<file path="src/rtl/drs_pkg.sv">
// constants and types of the dual rail sequencer and supervisor
package drs_pkg;
	// timing
	localparam int unsigned CLK_HZ = 40_000_000;
	localparam int unsigned RELEASE_MS = 120;
	localparam int unsigned RELEASE_CYC_DFLT = (CLK_HZ / 1000) * RELEASE_MS;
	localparam int unsigned CNT_W = 23;
	// register byte offsets
	localparam logic [7:0] OFS_STATUS = 8'h00;
	localparam logic [7:0] OFS_IRQ_STAT = 8'h04;
	localparam logic [7:0] OFS_IRQ_CLR = 8'h08;
	localparam logic [7:0] OFS_IRQ_EN = 8'h0C;
	localparam logic [7:0] OFS_CTRL = 8'h10;
	// event bit positions
	localparam int unsigned EV_W = 5;
	localparam int unsigned EV_REL = 0;
	localparam int unsigned EV_ASSERT = 1;
	localparam int unsigned EV_GOOD_UP = 2;
	localparam int unsigned EV_GOOD_DN = 3;
	localparam int unsigned EV_DEP_OFF = 4;
	// reset values
	localparam logic [EV_W-1:0] IRQ_EN_RST = 5'h00;
	localparam logic CTRL_HOLD_RST = 1'b0;
	// control register field
	localparam int unsigned CTRL_HOLD_BIT = 0;

	typedef enum logic [2:0] {
		ST_OFF = 3'b001,
		ST_LEAD = 3'b010,
		ST_BOTH = 3'b100
	} drs_state_type;

	// pin samples, all from outside the clock domain
	typedef struct packed {
		logic en_n;
		logic order;
		logic mra_n;
		logic mrb_n;
		logic a83;
		logic a95;
		logic b83;
		logic b95;
	} drs_pins_type;

	typedef struct packed {
		logic hsel;
		logic [31:0] haddr;
		logic [1:0] htrans;
		logic hwrite;
		logic [2:0] hsize;
		logic hready;
		logic [31:0] hwdata;
	} drs_ahb_in_type;

	typedef struct packed {
		drs_pins_type sync1;
		drs_pins_type sync2;
		drs_state_type fsm;
		logic lead_b;
		logic rail_a_on;
		logic rail_b_on;
		logic good;
		logic [CNT_W-1:0] cnt;
		logic released;
		logic [EV_W-1:0] irq_stat;
		logic [EV_W-1:0] irq_en;
		logic hold;
		logic wr_pend;
		logic [7:0] wr_addr;
		logic [31:0] hrdata;
	} drs_regs_type;
endpackage : drs_pkg

</file>
<file path="src/rtl/drs_sequencer.sv">
// dual rail power sequencer and supply supervisor with ahb-lite registers
//
// Contract
// - active-low reset follows rail b, manual inputs
// - rail b below 95% drives reset low
// - enable high: rails off, flags low
// - order low: rail a first, b after 83%
// - order high: rail b first, a after 83%
// - good flag high at rail a 95%
// - both rails good, manual high: release after 120ms
// - enable high again powers everything down
// - manual reset a low forces reset, rails stay
// - manual a released: reset released after 120ms
// - manual inputs active low, pulled up, either resets
// - order select defaults high through pull-up
// - leading rail below 83% turns dependent off
// - good flag low below rail a 95%
`timescale 1ns/1ps
`default_nettype none
module drs_sequencer #(
	parameter int unsigned RELEASE_CYC = drs_pkg::RELEASE_CYC_DFLT
) (
	input wire logic ref_clk_i,
	input wire logic rst_b_i,
	input wire logic clk_en_i,
	// control pins
	input wire logic enable_n_i,
	input wire logic order_select_i,
	input wire logic manual_reset_a_n_i,
	input wire logic manual_reset_b_n_i,
	// comparator levels
	input wire logic rail_a_above83_i,
	input wire logic rail_a_above95_i,
	input wire logic rail_b_above83_i,
	input wire logic rail_b_above95_i,
	// regulator enables and open-drain pins
	output logic rail_a_output_on_o,
	output logic rail_b_output_on_o,
	output logic rail_a_good_flag_o,
	output logic rail_a_good_flag_oe_o,
	output logic supply_supervisor_rst_n_o,
	output logic supply_supervisor_rst_n_oe_o,
	// ahb-lite slave
	input wire logic hsel_i,
	input wire logic [31:0] haddr_i,
	input wire logic [1:0] htrans_i,
	input wire logic hwrite_i,
	input wire logic [2:0] hsize_i,
	input wire logic hready_i,
	input wire logic [31:0] hwdata_i,
	output logic [31:0] hrdata_o,
	output logic hreadyout_o,
	output logic hresp_o,
	output logic irq_o
);
	import drs_pkg::*;

	drs_regs_type s_r;
	drs_regs_type s_nxt;
	drs_pins_type pins;
	drs_ahb_in_type ahb;

	localparam logic [CNT_W-1:0] CNT_LAST = CNT_W'(RELEASE_CYC - 1);

	// state of every register after reset; synchronisers idle at the pull-up level
	function automatic drs_regs_type reset_state();
		drs_regs_type s;
		s = '0;
		s.sync1 = '1;
		s.sync2 = '1;
		s.fsm = ST_OFF;
		s.lead_b = 1'b1;
		s.rail_a_on = 1'b0;
		s.rail_b_on = 1'b0;
		s.good = 1'b0;
		s.cnt = '0;
		s.released = 1'b0;
		s.irq_stat = '0;
		s.irq_en = IRQ_EN_RST;
		s.hold = CTRL_HOLD_RST;
		s.wr_pend = 1'b0;
		s.wr_addr = 8'h00;
		s.hrdata = 32'h0000_0000;
		return s;
	endfunction

	// one-cycle event from the rise of a level
	function automatic logic edge_up(input logic now, input logic was);
		return now && !was;
	endfunction

	// a rail is driven when both are on, or when it is the leading rail
	function automatic logic rail_driven(input drs_state_type st, input logic lead_b, input logic is_b);
		logic on;
		on = 1'b0;
		case (st)
			ST_BOTH: on = 1'b1;
			ST_LEAD: on = (lead_b == is_b);
			default: on = 1'b0;
		endcase
		return on;
	endfunction

	// status word: synced pins, supervisor, rails and state
	function automatic logic [31:0] status_word(input drs_regs_type s);
		return {16'h0000,
			s.sync2,
			s.released,
			s.good,
			s.rail_b_on,
			s.rail_a_on,
			s.lead_b,
			s.fsm};
	endfunction

	function automatic logic [31:0] read_mux(input drs_regs_type s, input logic [7:0] a);
		logic [31:0] v;
		v = 32'h0000_0000;
		case (a)
			OFS_STATUS: begin
				v = status_word(s);
			end
			OFS_IRQ_STAT: begin
				v = {27'h0000000, s.irq_stat};
			end
			// write-only, reads as zero
			OFS_IRQ_CLR: begin
				v = 32'h0000_0000;
			end
			OFS_IRQ_EN: begin
				v = {27'h0000000, s.irq_en};
			end
			OFS_CTRL: begin
				v = {31'h00000000, s.hold};
			end
			default: begin
				v = 32'h0000_0000;
			end
		endcase
		return v;
	endfunction

	assign pins = '{
		en_n: enable_n_i,
		order: order_select_i,
		mra_n: manual_reset_a_n_i,
		mrb_n: manual_reset_b_n_i,
		a83: rail_a_above83_i,
		a95: rail_a_above95_i,
		b83: rail_b_above83_i,
		b95: rail_b_above95_i
	};

	assign ahb = '{
		hsel: hsel_i,
		haddr: haddr_i,
		htrans: htrans_i,
		hwrite: hwrite_i,
		hsize: hsize_i,
		hready: hready_i,
		hwdata: hwdata_i
	};

	always_comb begin
		logic lead83;
		logic rel_cond;
		logic addr_ok;
		logic rails_good;
		logic manual_high;
		logic [EV_W-1:0] ev;
		logic [EV_W-1:0] clr;
		lead83 = 1'b0;
		rel_cond = 1'b0;
		addr_ok = 1'b0;
		rails_good = 1'b0;
		manual_high = 1'b0;
		ev = '0;
		clr = '0;
		s_nxt = s_r;
		// two-stage synchroniser, stage one read only by stage two
		s_nxt.sync1 = pins;
		s_nxt.sync2 = s_r.sync1;

		// off: both regulators off and flags low
		// leading: only the rail chosen on enable runs
		// both: the dependent rail follows once the leader passed 83%
		if (s_r.lead_b) begin
			lead83 = s_r.sync2.b83;
		end else begin
			lead83 = s_r.sync2.a83;
		end
		case (s_r.fsm)
			ST_OFF: begin
				if (!s_r.sync2.en_n) begin
					s_nxt.fsm = ST_LEAD;
					s_nxt.lead_b = s_r.sync2.order;
				end
			end
			ST_LEAD: begin
				if (lead83) begin
					s_nxt.fsm = ST_BOTH;
				end
			end
			ST_BOTH: begin
				if (!lead83) begin
					s_nxt.fsm = ST_LEAD;
					ev[EV_DEP_OFF] = 1'b1;
				end
			end
			default: begin
				s_nxt.fsm = ST_OFF;
			end
		endcase
		if (s_r.sync2.en_n) begin
			s_nxt.fsm = ST_OFF;
		end

		// rail enables follow the next state
		s_nxt.rail_a_on = rail_driven(s_nxt.fsm, s_nxt.lead_b, 1'b0);
		s_nxt.rail_b_on = rail_driven(s_nxt.fsm, s_nxt.lead_b, 1'b1);

		// good flag tracks rail a comparator while enabled
		s_nxt.good = (s_nxt.fsm != ST_OFF) && s_r.sync2.a95;
		// good flag events for the sticky status
		ev[EV_GOOD_UP] = edge_up(s_nxt.good, s_r.good);
		ev[EV_GOOD_DN] = edge_up(s_r.good, s_nxt.good);

		// supervisor: both rails good, both manual inputs high, no software hold
		rails_good = s_r.sync2.a95 && s_r.sync2.b95;
		manual_high = s_r.sync2.mra_n && s_r.sync2.mrb_n;
		rel_cond = (s_nxt.fsm != ST_OFF) && rails_good && manual_high && !s_r.hold;
		// counter holds at its last value once released
		if (!rel_cond) begin
			s_nxt.cnt = '0;
			s_nxt.released = 1'b0;
		end else if (s_r.cnt == CNT_LAST) begin
			s_nxt.released = 1'b1;
		end else if (!s_r.released) begin
			s_nxt.cnt = s_r.cnt + CNT_W'(1);
		end
		ev[EV_REL] = edge_up(s_nxt.released, s_r.released);
		ev[EV_ASSERT] = edge_up(s_r.released, s_nxt.released);

		// ahb data phase of a write
		s_nxt.wr_pend = 1'b0;
		if (s_r.wr_pend) begin
			// unmapped offsets are ignored
			case (s_r.wr_addr)
				OFS_IRQ_CLR: begin
					clr = ahb.hwdata[EV_W-1:0];
				end
				OFS_IRQ_EN: begin
					s_nxt.irq_en = ahb.hwdata[EV_W-1:0];
				end
				OFS_CTRL: begin
					s_nxt.hold = ahb.hwdata[CTRL_HOLD_BIT];
				end
				default: begin
					clr = '0;
				end
			endcase
		end
		// a new event wins over a clear in the same cycle
		s_nxt.irq_stat = (s_r.irq_stat & ~clr) | ev;

		// ahb address phase; read data is registered for the data phase
		addr_ok = ahb.hsel && ahb.htrans[1] && ahb.hready;
		if (addr_ok) begin
			s_nxt.wr_pend = ahb.hwrite;
			s_nxt.wr_addr = ahb.haddr[7:0];
			if (ahb.hwrite) begin
				s_nxt.hrdata = 32'h0000_0000;
			end else begin
				s_nxt.hrdata = read_mux(s_r, ahb.haddr[7:0]);
			end
		end
	end

	// reset acts even while the clock enable is low
	always_ff @(posedge ref_clk_i) begin
		if (!rst_b_i) begin
			s_r <= reset_state();
		end else if (clk_en_i) begin
			s_r <= s_nxt;
		end
	end

	// regulator enables straight from their flip-flops
	assign rail_a_output_on_o = s_r.rail_a_on;
	assign rail_b_output_on_o = s_r.rail_b_on;

	// open drain pins only ever pull low
	assign rail_a_good_flag_o = 1'b0;
	assign rail_a_good_flag_oe_o = !s_r.good;
	assign supply_supervisor_rst_n_o = 1'b0;
	assign supply_supervisor_rst_n_oe_o = !s_r.released;

	assign hrdata_o = s_r.hrdata;
	// a frozen block stalls the bus rather than lose a transfer
	assign hreadyout_o = clk_en_i;
	assign hresp_o = 1'b0;
	// level interrupt: any enabled sticky bit
	assign irq_o = |(s_r.irq_stat & s_r.irq_en);
endmodule // drs_sequencer
`default_nettype wire

</file>
<file path="config.mk">
export PLATFORM = sky130hd
export DESIGN_NAME = drs_sequencer
export DESIGN_NICKNAME = d
export VERILOG_FILES = /design/src/rtl/drs_pkg.sv /design/src/rtl/drs_sequencer.sv
export SDC_FILE = /design/constraint.sdc
export NUM_CORES = 1
export LEC_CHECK = 0
export ABC_CLOCK_PERIOD_IN_PS = 2500
export BUFFER_PORTS_ARGS = -buffer_cell sky130_fd_sc_hd__clkbuf_2
export CELL_PAD_IN_SITES_DETAIL_PLACEMENT = 1
export CELL_PAD_IN_SITES_GLOBAL_PLACEMENT = 2
export CORE_UTILIZATION = 31
export CTS_BUF_LIST = sky130_fd_sc_hd__clkbuf_8
export DETAILED_ROUTE_END_ITERATION = 10
export GPL_TIMING_DRIVEN = 0
export PLACE_DENSITY = 0.9
export SLEW_MARGIN = 20
export SYNTH_ARGS = -nofsm -noshare
export SYNTH_HDL_FRONTEND = slang
export SYNTH_SLANG_ARGS = --single-unit
</file>
<file path="constraint.sdc">
create_clock -name ref_clk_i -period 2.5 [get_ports ref_clk_i]
set_input_delay 0 -clock ref_clk_i [delete_from_list [all_inputs] [get_ports ref_clk_i]]
set_output_delay 0 -clock ref_clk_i [all_outputs]
set_load 0.02 [all_outputs]
</file>
======== After elaboration in Yosys (flattened, before gate mapping) ========
Cells that the tools add are included.
operators by class
  $add $sub $neg .......................... 1
  equal/unequal tests ..................... 15
  mux-type cells .......................... 20
  bitwise gates (word level) .............. 5
  reduce and logical (&&, ||, !) cells .... 23
operators with widths
  operator                                                                number
  16-bit case mux with 4 select lines                                     1
  23-bit two-way mux                                                      2
  41-bit two-way mux                                                      1
  8-bit by 4-bit equality test with 1-bit output (second input constant)  3
  24-bit two-way mux                                                      1
  23-bit by 1-bit adder with 23-bit output (second input constant)        1
  23-bit equality test (second input constant)                            1
  8-bit by 5-bit equality test with 1-bit output (second input constant)  2
  16-bit two-way mux                                                      1
  1-bit logical AND                                                       12
  5-bit bitwise AND                                                       2
  5-bit two-way mux                                                       2
  3-bit two-way mux                                                       3
  3-bit case mux with 3 select lines                                      1
  3-bit AND reduction                                                     3
  8-bit by 3-bit equality test with 1-bit output (second input constant)  1
  8-bit logical NOT                                                       1
  3-bit by 2-bit equality test with 1-bit output (second input constant)  2
  3-bit equality test (second input constant)                             2
  1-bit logical NOT                                                       5
  1-bit two-way mux                                                       5
  5-bit inverter                                                          1
  5-bit bitwise OR                                                        1
  5-bit OR reduction                                                      1
  other kinds (7)                                                         9
word-level totals
  register bits ........................... 99
  bits of input ports ..................... 83
  output and inout port bits .............. 41
  logic and storage cells ................. 93

======== Logic depth before layout (Yosys ltp) ========
Gate-level depths: netlist of the first run.
  depth in word-level cells ............... 12
  gate-level depth with buffers ........... 7

======== Worst setup path before layout of the first run ========
No wires, ideal clock.
  path kind ............................... register to register
  start ................................... register s_r[71] (netlist bit)
  end ..................................... register s_r[60] (netlist bit)
  data arrival time ....................... 1.853 ns
  data required time ...................... 2.413 ns
  setup slack ............................. 0.560 ns
  cell stages (with the launch flop) ...... 7
  buffers on the path ..................... 1
  cell sequence ........................... dfxtp_1 -> or4b_1 -> or4_4 -> nor2_8 -> buf_6 -> o2111ai_1 -> o31ai_1
between the ends
  cells in the longest elaborated chain, start to end .. 3
RTL lines
  item                                  RTL line              text
  start: declaration                    drs_sequencer.sv:58   drs_regs_type s_r;
  start signal: assignment              drs_sequencer.sv:282  s_r <= reset_state();
  start signal: assignment              drs_sequencer.sv:284  s_r <= s_nxt;
  23-bit equality test                  drs_sequencer.sv:236  end else if (s_r.cnt == CNT_LAST) begin
  2-bit != test (no source line)        --
  3-bit AND reduction (no source line)  --
Every way passes these cells.
A chain may end at the register's enable or synchronous reset.

======== Worst setup path in the final report of the first run ========
  start ................................... register s_r[82] (netlist bit)
  end ..................................... register s_r[67] (netlist bit)
between the ends
  cells in the longest elaborated chain, start to end .. 9
  elaborated cells between the ends (all ways) .. 16
RTL lines
  item                                               RTL line              text
  3-bit equality test, or another cell as far along  drs_sequencer.sv:192  case (s_r.fsm)
  3-bit case mux with 3 select lines (*)             drs_sequencer.sv:192
  3-bit two-way mux (*)                              drs_sequencer.sv:214  if (s_r.sync2.en_n) begin
  3-bit by 1-bit != test with 1-bit output (*)       drs_sequencer.sv:231  rel_cond = (s_nxt.fsm != ST_OFF) && rails_good && manual_high && !s_r.hold;
  1-bit logical AND (*) (3 in a row)                 drs_sequencer.sv:231
  2-bit != test (no source line)                     --
  3-bit AND reduction (no source line)               --
Every way passes the cells marked *; elsewhere a longest branch is shown, timed or not.

==> results by group, run 1 <==
Routing
  • Pre-antenna DRT Iters: 4
  • Drt drc: 0
  • Number of nets with antenna violations after routing: 0
  • DR iter-0 viols: 172
  • Vias per inst: 4.88
  • Vias: 3,605
  • Wire per inst: 15.0 um
  • Routed wire length: 11,000 um

GRT
  • Initial antenna violation count: 0
  • GRT Resource Usage Total: 17.4%
  • Vias in the first global route: 3,644
  • First-pass GRT wire length: 18,200 um
  • Largest net degree at the start of global routing: 13
  • GR Overflow Total: 0

Placed design
  • I/O Buffers: 46
  • DP Worst Slack: 0.0268 ns
  • Placed Area: 4580 sq um
  • DP HPWL: 8140 um
  • GPL Wtd Cong: 0.801
  • Cell count after placement: 702

CTS
  • Worst-path clk slew: 0.08 ns
  • Quantity of gates resized following cts: 0
  • # hold bufs at CTS: 21
  • Htree depth: 3
  • Setup bufs post-CTS: 0
  • CTS root buf: clkbuf_8
  • Sinks on Clock Net: 83
  • Buffer depth of the longest clock path: 2
  • Clk_lat worst skew: 0.37 ns
  • Num CTS Buffers: 9
  • CTS tree: done

Pwr
  • Net Sw Frac: 24.8%
  • Clk pwr share: 36.3%
  • Max VDD drop: 0.288 mV
  • Pwr/cell area: 501 nW/um^2
  • Leakage: 2.02 nW
  • Internal: 0.00187 W
  • Logic pwr share: 9.5%
  • Psw: 0.000619 W
  • Sequential share of power: 54.2%

Setup path
  • R2R depth: 7
  • Setup CP Type: flip-flop to flip-flop
  • Worst reg2reg setup slack: 0.24 ns
  • Startpoint Class: flip-flop
  • WP data required: 2.79 ns
  • FF-to-FF End: s_r[67]$_SDFFE_PN0P_
  • Type of element capturing the critical path: flip-flop
  • Reg2reg start: s_r[82]$_SDFFE_PN0P_
  • Crit Path Max Fanout: 10
  • Arrival @ worst endpoint: 2.55 ns

Layout
  • # diodes: 0
  • Finished Layout Cells: 738
  • Design Area, Final: 4980 sq um
  • Nets@finish: 646
  • Area added between synthesis and finish: 22.4%
  • Fraction of layout cells with a size suffix above 1: 18.6%

Logic synthesis
  • Synth Register Bits: 83
  • Number of flops mapped to enable cells by yosys: 0
  • Sequential element share of the synthesized area: 40.8%
  • Area share of fa/ha/maj cells after synthesis: 0.308%
  • Synth Warn #: 0
  • Synth Area in XOR/XNOR: 3.01%
  • Synth Flop Type: dfxtp_1
  • Fraction of the mapped netlist area in compound gates: 12.3%
  • Cell taking the most area after synthesis: dfxtp_1
  • Yosys cell types: 55
  • Synth top area share: 40.8%
  • Multiplexer share of the synthesized area: 7.75%
  • Largest cells by area after synthesis: dfxtp_1 (41%), buf_4 (6.6%), mux2i_1 (6.6%), nand2_1 (5.8%), nor2b_1 (4.9%)
  • Async set or reset register ratio after synthesis: 0%
  • Synth Cell Area: 4070 sq um
  • Largest family of logic cells by synthesized area: simple AND/OR/NAND/NOR gates
  • Post-Synth Simple-Gate Area: 25.6%
  • Mapped Cells: 466
  • Mean Syn Cell Area: 8.73 sq um

Floorplanning
  • Io pins: 124
  • Overall die height: 117 um
  • Rows: 41
  • Width of the die: 117 um
  • Core footprint: 12,700 sq um
  • DIE AREA: 13,600 sq um
  • Starting density of the core: 32.0%

Job
  • Max-Cap Viols: 0

Timing
  • RSZ-0062 raised after global routing: false
  • PnR worst setup slack: 0.242 ns
  • Final setup vio count: 0
  • Max Slew Vio Count: 0
  • Skew final: 0.0175 ns
  • Final Hold Viols: 0
  • Period utilisation layout: 90.3%
  • Max Fclk: 443 MHz
  • Final min period: 2.26 ns
  • WHS: 0.0652 ns
  • Worst Tran Pin Value: 0.920 ns
  • Slew HR: 38.1%
  • Setup_tns: 0 ns

Min path
  • Hold wc startpoint: haddr_i[2]
  • Hold path cells: 3
  • Hold worst-path end: s_r[34]$_SDFFE_PN0P_
  • Worst hold path class: input pin to flip-flop

Outcome
  • Status: completed
[how the worst max path moves through the flow]
stage,from,to
2_1_floorplan,s_r[71]$_SDFFE_PN0P_,s_r[60]$_SDFFE_PN0P_
3_3_place_gp,clk_en_i,hrdata_o[12]$_SDFFE_PN0P_
3_5_place_dp,clk_en_i,hrdata_o[8]$_SDFFE_PN0P_
4_1_cts,s_r[53]$_SDFFE_PN0P_,s_r[75]$_SDFFE_PN0P_
5_1_grt,s_r[82]$_SDFFE_PN0P_,s_r[67]$_SDFFE_PN0P_
6_report,s_r[82]$_SDFFE_PN0P_,s_r[67]$_SDFFE_PN0P_
[Yosys cell counts (all sizes together) (5+ instances only)]
cell	n
nor4	7
mux2i	27
a21boi	12
nor2b	32
buf	40
or3	7
nor2	21
clkbuf	22
nand4	13
xor2	10
nand2	63
dfxtp	83
a22oi	15
nand3	17
a21oi	12
inv	9
nand3b	5
o21ai	12
[stage by stage]
stage / total power, W / utilization [%]
global route: 0.00260 / 39.1
global placement: 0.00159 / 36.0
finish: 0.00249 / 39.1
detailed placement: 0.00159 / 36.0
CTS: 0.00252 / 39.1
floorplan: 0.00153 / -
[kinds of logic (layout without fill, tap and decap cells)]
logic type      count (synthesis)  in the layout
xor+xnor                       14             14
compound gates                 72             72
other cells                     1             19
buf+inv                        71            153
mux                            31             31
fa+ha+maj                       1              1
flops                          83             83
simple gates                  193            193
[power groups by stage]
stage               combinational [W]  clock (W)  sequential (W)
floorplan                    0.000148          0         0.00138
global placement             0.000203          0         0.00138
detailed placement           0.000210          0         0.00138
CTS                          0.000236   0.000931         0.00135
global route                 0.000260   0.000989         0.00135
finish                       0.000236   0.000905         0.00135
[layer usage]
layer  wire length [um]  global-route usage, %  part of all wire (%)  up-vias
met1               5120                   22.2                    46     1750
met5                  0                      0                     0        -
met4                203                   5.74                   1.8        0
li1                   -                      -                     -     1767
met3                452                   3.58                   4.1       13
met2               5250                   29.5                    48       75
[worst max-delay path: stages, from the launching register on]
cell	delay, ns
dfxtp_1	0.31
clkbuf_1	0.38
nand2b_1	0.17
o22a_1	0.25
o21ai_1	0.42
nand2_1	0.18
clkbuf_1	0.30
nor2_1	0.17
[sequential cells by signal, indices dropped and copies added, names as in the netlist]
register            cells
rail_b_output_on_o      1
s_r                    57
rail_a_output_on_o      1
hrdata_o               16
s_nxt                   8
[cell usage in the layout (no fill, tap or decap), types with 13 or more instances in the layout]
cell	Yosys	routed
nand2_1	63	63
a22oi_1	15	15
dlygate4sd3_1	0	21
mux2i_1	27	27
dfxtp_1	83	83
conb_1	1	19
nand3_1	17	17
nand4_1	13	13
nor2_1	20	20
clkbuf_1	22	22
nor2b_1	32	32
buf_4	36	36
clkbuf_2	0	46
[cell type report]
cell class | instances | area [sq um]
Timing Repair Buffer | 67 | 440
Multi-Input combinational cell | 330 | 2070
Clock buffer | 12 | 165
Tap cell | 172 | 215
Sequential cell | 83 | 1660
Buffer | 62 | 375
Inverter | 9 | 33.8
Fill cell | 1562 | 7740
Clock inverter | 3 | 15.0
No activity file was read; power rests on OpenSTA's default activity.
==> inputs of run 2 (changes only) <==
Settings changed: CORE_MARGIN set to 2.
==> run 2 against run 1 <==
  * First-iteration DRC count shrank 12%
  * Critical path depth shrank 1
  * Clock skew is essentially flat
  * Clock power grew 2.2%
  * Cell area grew 0.15%
  * Combinational power is essentially flat
  * Critical path type is now input pin to flip-flop
  * Highest routed layer unchanged
==> results by group, run 2 (same netlist as run 1, synthesis figures left out) <==
Layout
  • Area added between synthesis and finish: 22.5%
  • Nets@finish: 646 (unchanged)
  • Largest register FFs: 57 (unchanged)
  • Top reg by flops: s_r
  • Commonest cells after routing, fill and taps aside: dfxtp_1 (83), nand2_1 (63), clkbuf_2 (46)
  • Commonest non-fill, non-tap cell in the layout: dfxtp_1
  • Design Area, Final: 4990 sq um (+0.15%)
  • Finished Layout Cells: 739 (+0.14%)
  • # diodes: 0 (unchanged)
  • Fraction of layout cells with a size suffix above 1: 19.2% (+0.67 points)

CTS
  • Num CTS Buffers: 9 (unchanged)
  • CTS tree: done
  • Sinks on Clock Net: 83 (unchanged)
  • Clk_lat worst skew: 0.38 ns (about the same)
  • CTS root buf: clkbuf_8
  • Buffer depth of the longest clock path: 2 (unchanged)
  • Worst-path clk slew: 0.09 ns (about the same)
  • Htree depth: 3 (unchanged)
  • Setup bufs post-CTS: 0 (unchanged)

Routing
  • Number of nets with antenna violations after routing: 0 (unchanged)
  • Vias per inst: 4.86 (-0.52%)
  • Wire per inst: 15.2 um (+1.8%)
  • Routed wire length: 11,200 um (+1.9%)
  • Vias: 3,591 (-0.39%)
  • Drt drc: 0 (unchanged)
  • Pre-antenna DRT Iters: 4 (unchanged)
  • DR iter-0 viols: 152 (-12%)

Setup path
  • Buf/Inv on CP: 2 (unchanged)
  • Type of element capturing the critical path: flip-flop
  • Slowest CP cell: nand4_1
  • Top Family by Delay on Critical Path: simple AND/OR/NAND/NOR gates
  • Crit Path Max Fanout: 10 (unchanged)
  • Startpoint Class: input pin
  • Arrival @ worst endpoint: 2.52 ns (-0.03 ns)
  • FF-to-FF End: s_r[60]$_SDFFE_PN0P_
  • CP cell instances: clkbuf_1 > nand4_1 > nor4_1 > clkbuf_1 > a22oi_1 > nor2b_1
  • Worst reg2reg setup slack: 0.36 ns (+0.12 ns)
  • R2R depth: 6 (-1)
  • WP data required: 2.81 ns (+0.02 ns)
  • Reg2reg start: s_r[71]$_SDFFE_PN0P_
  • Setup CP Type: input pin to flip-flop
  • CP dominant cell by count: clkbuf_1
  • CP max stage delay: 0.65 ns (+0.23 ns)

Placed design
  • Placed Area: 4580 sq um (unchanged)
  • Cell count after placement: 702 (unchanged)
  • I/O Buffers: 46 (unchanged)
  • GPL Wtd Cong: 0.788 (-1.6%)
  • DP HPWL: 8300 um (+1.9%)
  • DP Worst Slack: -0.0616 ns (-0.0884 ns)

GRT
  • Vias in the first global route: 3,830 (+5.1%)
  • First-pass GRT wire length: 18,900 um (+3.6%)
  • GRT Resource Usage Total: 16.7% (-0.73 points)
  • GR Overflow Total: 0 (unchanged)
  • Initial antenna violation count: 0 (unchanged)
  • Largest net degree at the start of global routing: 16 (+3)

Timing
  • PnR worst setup slack: 0.294 ns (+0.0519 ns)
  • Worst Tran Pin Value: 0.900 ns (-0.0208 ns)
  • Final Hold Viols: 0 (unchanged)
  • Final min period: 2.21 ns (-0.0519 ns)
  • Max Fclk: 453 MHz (+2.4%)
  • Setup_tns: 0 ns (unchanged)
  • Slew HR: 39.5% (+1.4 points)
  • Max Slew Vio Count: 0 (unchanged)
  • Period utilisation layout: 88.3% (-2.1 points)
  • Skew final: 0.0172 ns (-0.000235 ns)
  • Final setup vio count: 0 (unchanged)
  • RSZ-0062 raised after global routing: false

Floorplanning
  • DIE AREA: 14,100 sq um (+3.5%)
  • Width of the die: 119 um (+1.7%)
  • Core footprint: 12,700 sq um (unchanged)
  • Rows: 41 (unchanged)
  • Starting density of the core: 32.0% (unchanged)
  • Overall die height: 119 um (+1.7%)
  • Io pins: 124 (unchanged)

Pwr
  • Pwr/cell area: 504 nW/um^2 (+0.67%)
  • Max VDD drop: 0.376 mV (+30%)
  • Leakage: 2.02 nW (-0.33%)

Job
  • Max-Cap Viols: 0 (unchanged)

Min path
  • Hold wc startpoint: haddr_i[2]
  • Hold path cells: 3 (unchanged)
  • Worst hold path class: input pin to flip-flop
  • Hold worst-path end: s_r[34]$_SDFFE_PN0P_

Outcome
  • Status: completed
## run 2: cell types whose count changed in the layout (fill, tap and decap cells not counted), sizes merged
cell	previous run	this run
clkinvlp	1	2
clkinv	0	2
clkbuf	80	78
## run 2: timing repair
item / in CTS / in global routing
setup endpoints to repair: 0 / 11
resized for setup: 0 / 1
hold buffers: 21 / 0
endpoints found under the hold margin: 26 / 0
## run 2: per-stage QoR
| step | util (%) | total power, W | hold slack, ns |
|---|---|---|---|
| 6_report | 39.2 | 0.00251 | 0.0406 |
| 5_1_grt | 39.2 | 0.00263 | 0.0542 |
| 4_1_cts | 39.1 | 0.00255 | 0.0174 |
| 3_5_place_dp | 36.0 | 0.00159 | 0.222 |
| 3_3_place_gp | 36.0 | 0.00158 | 0.216 |
| 2_1_floorplan | - | 0.00153 | 0.113 |
## run 2: worst max-delay path by stage
stage	startpoint	end	slack [ns]	cells after the start
floorplan	s_r[71]$_SDFFE_PN0P_	s_r[60]$_SDFFE_PN0P_	0.56	6
global placement	clk_en_i	hrdata_o[14]$_SDFFE_PN0P_	-0.03	6
detailed placement	clk_en_i	hrdata_o[15]$_SDFFE_PN0P_	-0.06	6
CTS	s_r[82]$_SDFFE_PN0P_	s_r[56]$_SDFFE_PN0P_	0.22	7
global route	s_r[82]$_SDFFE_PN0P_	s_r[57]$_SDFFE_PN0P_	0.11	7
finish	clk_en_i	hrdata_o[15]$_SDFFE_PN0P_	0.29	6
## run 2: final cells by class
cell class | count | area [sq um]
fillers | 1547 | 7740
multi-input cells | 330 | 2080
flip-flops and latches | 83 | 1660
repair buffers | 67 | 440
plain buffers | 62 | 375
well taps | 172 | 215
clock buffers | 10 | 138
clock inverters | 6 | 46.3
inverters | 9 | 33.8
## run 2: power breakdown
part           internal (W)  switching, W  leakage, nW
Combinational      0.000104      0.000132         1.25
Clock              0.000395      0.000530       0.0893
Sequential          0.00134     0.0000128        0.672
## run 2: layer usage
| layer | part of all wire, % | GRT usage (%) |
|---|---|---|
| met2 | 47 | 27.6 |
| met5 | 0 | 0 |
| met1 | 48 | 21.1 |
| met4 | 1.8 | 6.55 |
| met3 | 3.8 | 3.76 |
## run 2: worst register-to-register path, cell delays in order, from the launching register on
cell	delay [ns]
dfxtp_1	0.36
or4b_1	0.53
or4_4	0.61
nor2_8	0.18
buf_6	0.17
o2111ai_1	0.13
o31ai_1	0.09
==> inputs of run 3 (changes only) <==
Settings changed: ABC_CLOCK_PERIOD_IN_PS 2500 to 2700, CORE_UTILIZATION 31 to 33, PLACE_DENSITY 0.9 to 0.94.
Clock period 2.5 ns to 2.7 ns, I/O delays scaled along.
==> run 3 against run 2 <==
  * Setup slack improved by 0.17 ns
  * Largest power group unchanged
  * Cell count fell by 3.4%
  * Combinational power fell by 9.3%
  * Flip-flop and latch count did not move
  * Sequential share of layout area rose by 0.10 points
  * Count of clock-buffer cells in the layout did not move
  * Via count fell by 0.25%
  * Total power fell by 4.9%
==> results by group, run 3 (same netlist as run 1, synthesis figures left out) <==
Outcome
  • Status: completed

Setup path
  • Slowest CP cell: o21ai_1
  • Setup CP Type: flip-flop to flip-flop
  • Startpoint Class: flip-flop
  • CP dominant cell by count: clkbuf_1
  • Type of element capturing the critical path: flip-flop
  • Arrival @ worst endpoint: 2.52 ns (about the same)
  • Worst reg2reg setup slack: 0.46 ns (+0.10 ns)
  • CP max stage delay: 0.39 ns (-0.26 ns)
  • Top Family by Delay on Critical Path: compound AO/OA/AOI/OAI gates
  • CP cell instances: clkbuf_1 > nand2b_1 > o22a_1 > o21ai_1 > nand2_1 > clkbuf_1 > a21oi_1
  • Buf/Inv on CP: 2 (unchanged)
  • Crit Path Max Fanout: 10 (unchanged)
  • WP data required: 2.98 ns (+0.17 ns)

Timing
  • RSZ-0062 raised after global routing: false
  • Max Fclk: 446 MHz
  • Worst Tran Pin Value: 0.794 ns (-0.106 ns)
  • Final setup vio count: 0 (unchanged)
  • Skew final: 0.0159 ns (-0.00132 ns)
  • Final Hold Viols: 0 (unchanged)
  • Max Slew Vio Count: 0 (unchanged)
  • Final min period: 2.24 ns
  • Setup_tns: 0 ns (unchanged)
  • Slew HR: 46.6% (+7.1 points)
  • Period utilisation layout: 83.0%

Routing
  • Wire length on met2: 5340 um (+2.1%)
  • Pre-antenna DRT Iters: 4 (unchanged)
  • DR iter-0 viols: 157 (+3.3%)
  • Vias: 3,582 (-0.25%)
  • Drt drc: 0 (unchanged)
  • Number of nets with antenna violations after routing: 0 (unchanged)
  • DRT met1 WL: 5150 um (-4.3%)
  • Vias per inst: 5.02 (+3.2%)
  • Routed wire length: 11,100 um (-1.7%)
  • WL met3: 361 um (-15%)
  • Wire per inst: 15.5 um (+1.8%)
  • Highest routed layer: met4

Placed design
  • GPL Wtd Cong: 0.812 (+3.0%)
  • I/O Buffers: 46 (unchanged)
  • DP HPWL: 8210 um (-1.0%)

CTS
  • Buffer depth of the longest clock path: 2 (unchanged)
  • Num CTS Buffers: 9 (unchanged)
  • Worst-path clk slew: 0.10 ns (about the same)
  • Sinks on Clock Net: 83 (unchanged)
  • Htree depth: 3 (unchanged)
  • CTS tree: done
  • CTS root buf: clkbuf_8
  • Clk_lat worst skew: 0.36 ns (-0.02 ns)
  • Quantity of gates resized following cts: 0 (unchanged)

Layout
  • Commonest cells after routing, fill and taps aside: dfxtp_1 (83), nand2_1 (63), clkbuf_2 (46)
  • Register area: 1660 sq um (unchanged)
  • # diodes: 0 (unchanged)
  • Top reg by flops: s_r
  • Fraction of layout cells with a size suffix above 1: 18.9% (-0.35 points)
  • Area added between synthesis and finish: 22.2%
  • Area of the multi-input gates: 2070 sq um (-0.18%)
  • Nets@finish: 646 (unchanged)
  • Largest register FFs: 57 (unchanged)
  • Commonest non-fill, non-tap cell in the layout: dfxtp_1
  • Layout filler cell count: 1,466 (-5.2%)

Pwr
  • Internal: 0.00179 W (-2.7%)
  • Pwr/cell area: 481 nW/um^2 (-4.6%)
  • Tot Pwr: 0.00239 W (-4.9%)
  • Max VDD drop: 0.232 mV (-38%)
  • Logic pwr share: 9.0% (-0.4 points)
  • Clk pwr share: 38.6% (+1.8 points)
  • Sequential share of power: 52.4% (-1.4 points)
  • Leakage: 2.02 nW (+0.47%)
  • Net Sw Frac: 25.2% (-1.7 points)
  • Psw: 0.000602 W (-11%)

GRT
  • Initial antenna violation count: 0 (unchanged)
  • Largest net degree at the start of global routing: 15 (-1)
  • First-pass GRT wire length: 18,300 um (-3.1%)
  • GRT Resource Usage Total: 17.3% (+0.55 points)
  • GR Overflow Total: 0 (unchanged)
  • Vias in the first global route: 3,771 (-1.5%)

Floorplanning
  • DIE AREA: 13,200 sq um (-5.9%)
  • Width of the die: 115 um (-3.0%)
  • Rows: 40 (-2.4%)
  • Overall die height: 115 um (-3.0%)
  • Io pins: 124 (unchanged)
  • Starting density of the core: 33.9% (+1.9 points)
  • Core footprint: 12,000 sq um (-5.6%)

Job
  • Max-Cap Viols: 0 (unchanged)

Min path
  • Worst hold path class: input pin to flip-flop
[run 3: final cells by class]
| cell class | instances | share of cell area (%) |
|---|---|---|
| buffer | 62 | 7.55 |
| clock buffer | 10 | 2.77 |
| clock inverter | 6 | 1.33 |
| inverter | 9 | 0.680 |
| multi-input combinational | 330 | 41.7 |
| sequential | 83 | 33.4 |
| tap | 147 | 3.70 |
| timing repair buffer | 67 | 8.86 |
[run 3: routing by layer]
| layer | vias up | GRT usage (%) |
|---|---|---|
| met1 | 1726 | 21.2 |
| met2 | 72 | 30.3 |
| met5 | - | 0 |
| met3 | 17 | 3.48 |
| li1 | 1767 | - |
| met4 | 0 | 5.54 |
[run 3: worst reg2reg max path: stages (launching register included)]
cell and delay [ns]:
dfxtp_1 0.31, clkbuf_1 0.38, nand2b_1 0.17, o22a_1 0.26, o21ai_1 0.39, nand2_1 0.17, clkbuf_1 0.28, a21oi_1 0.19
[run 3: per-stage QoR]
stage,setup slack [ns],hold slack [ns],utilization (%),std cells,cell area (sq um)
floorplan,0.760,0.113,-,484,4140
global placement,0.444,0.217,37.9,677,4550
detailed placement,0.312,0.222,37.9,677,4550
CTS,0.416,0.00903,41.3,714,4960
global route,0.223,0.0618,41.4,714,4970
finish,0.459,0.00996,41.4,714,4970
[run 3: final timing paths]
| kind | start | end | cells past startpoint |
|---|---|---|---|
| hold / removal | haddr_i[2] | s_r[34]$_SDFFE_PN0P_ | 3 |
| setup reg to reg | s_r[82]$_SDFFE_PN0P_ | s_r[64]$_SDFFE_PN0P_ | 7 |
| setup / recovery | s_r[82]$_SDFFE_PN0P_ | s_r[64]$_SDFFE_PN0P_ | 7 |
| hold reg to reg | hrdata_o[1]$_SDFFE_PN0P_ | hrdata_o[1]$_SDFFE_PN0P_ | 2 |
[run 3: timing repair]
action	CTS	global route
endpoints found under the hold margin	24	0
buffers inserted	0	0
hold buffers	21	0
setup endpoints to repair	0	0
[run 3: power by group through the flow]
stage	clock network, W	logic (W)	registers, W
2_1_floorplan	0	0.000137	0.00128
3_3_place_gp	0	0.000186	0.00128
3_5_place_dp	0	0.000191	0.00128
4_1_cts	0.000943	0.000215	0.00125
5_1_grt	0.000991	0.000235	0.00125
6_report	0.000924	0.000215	0.00125
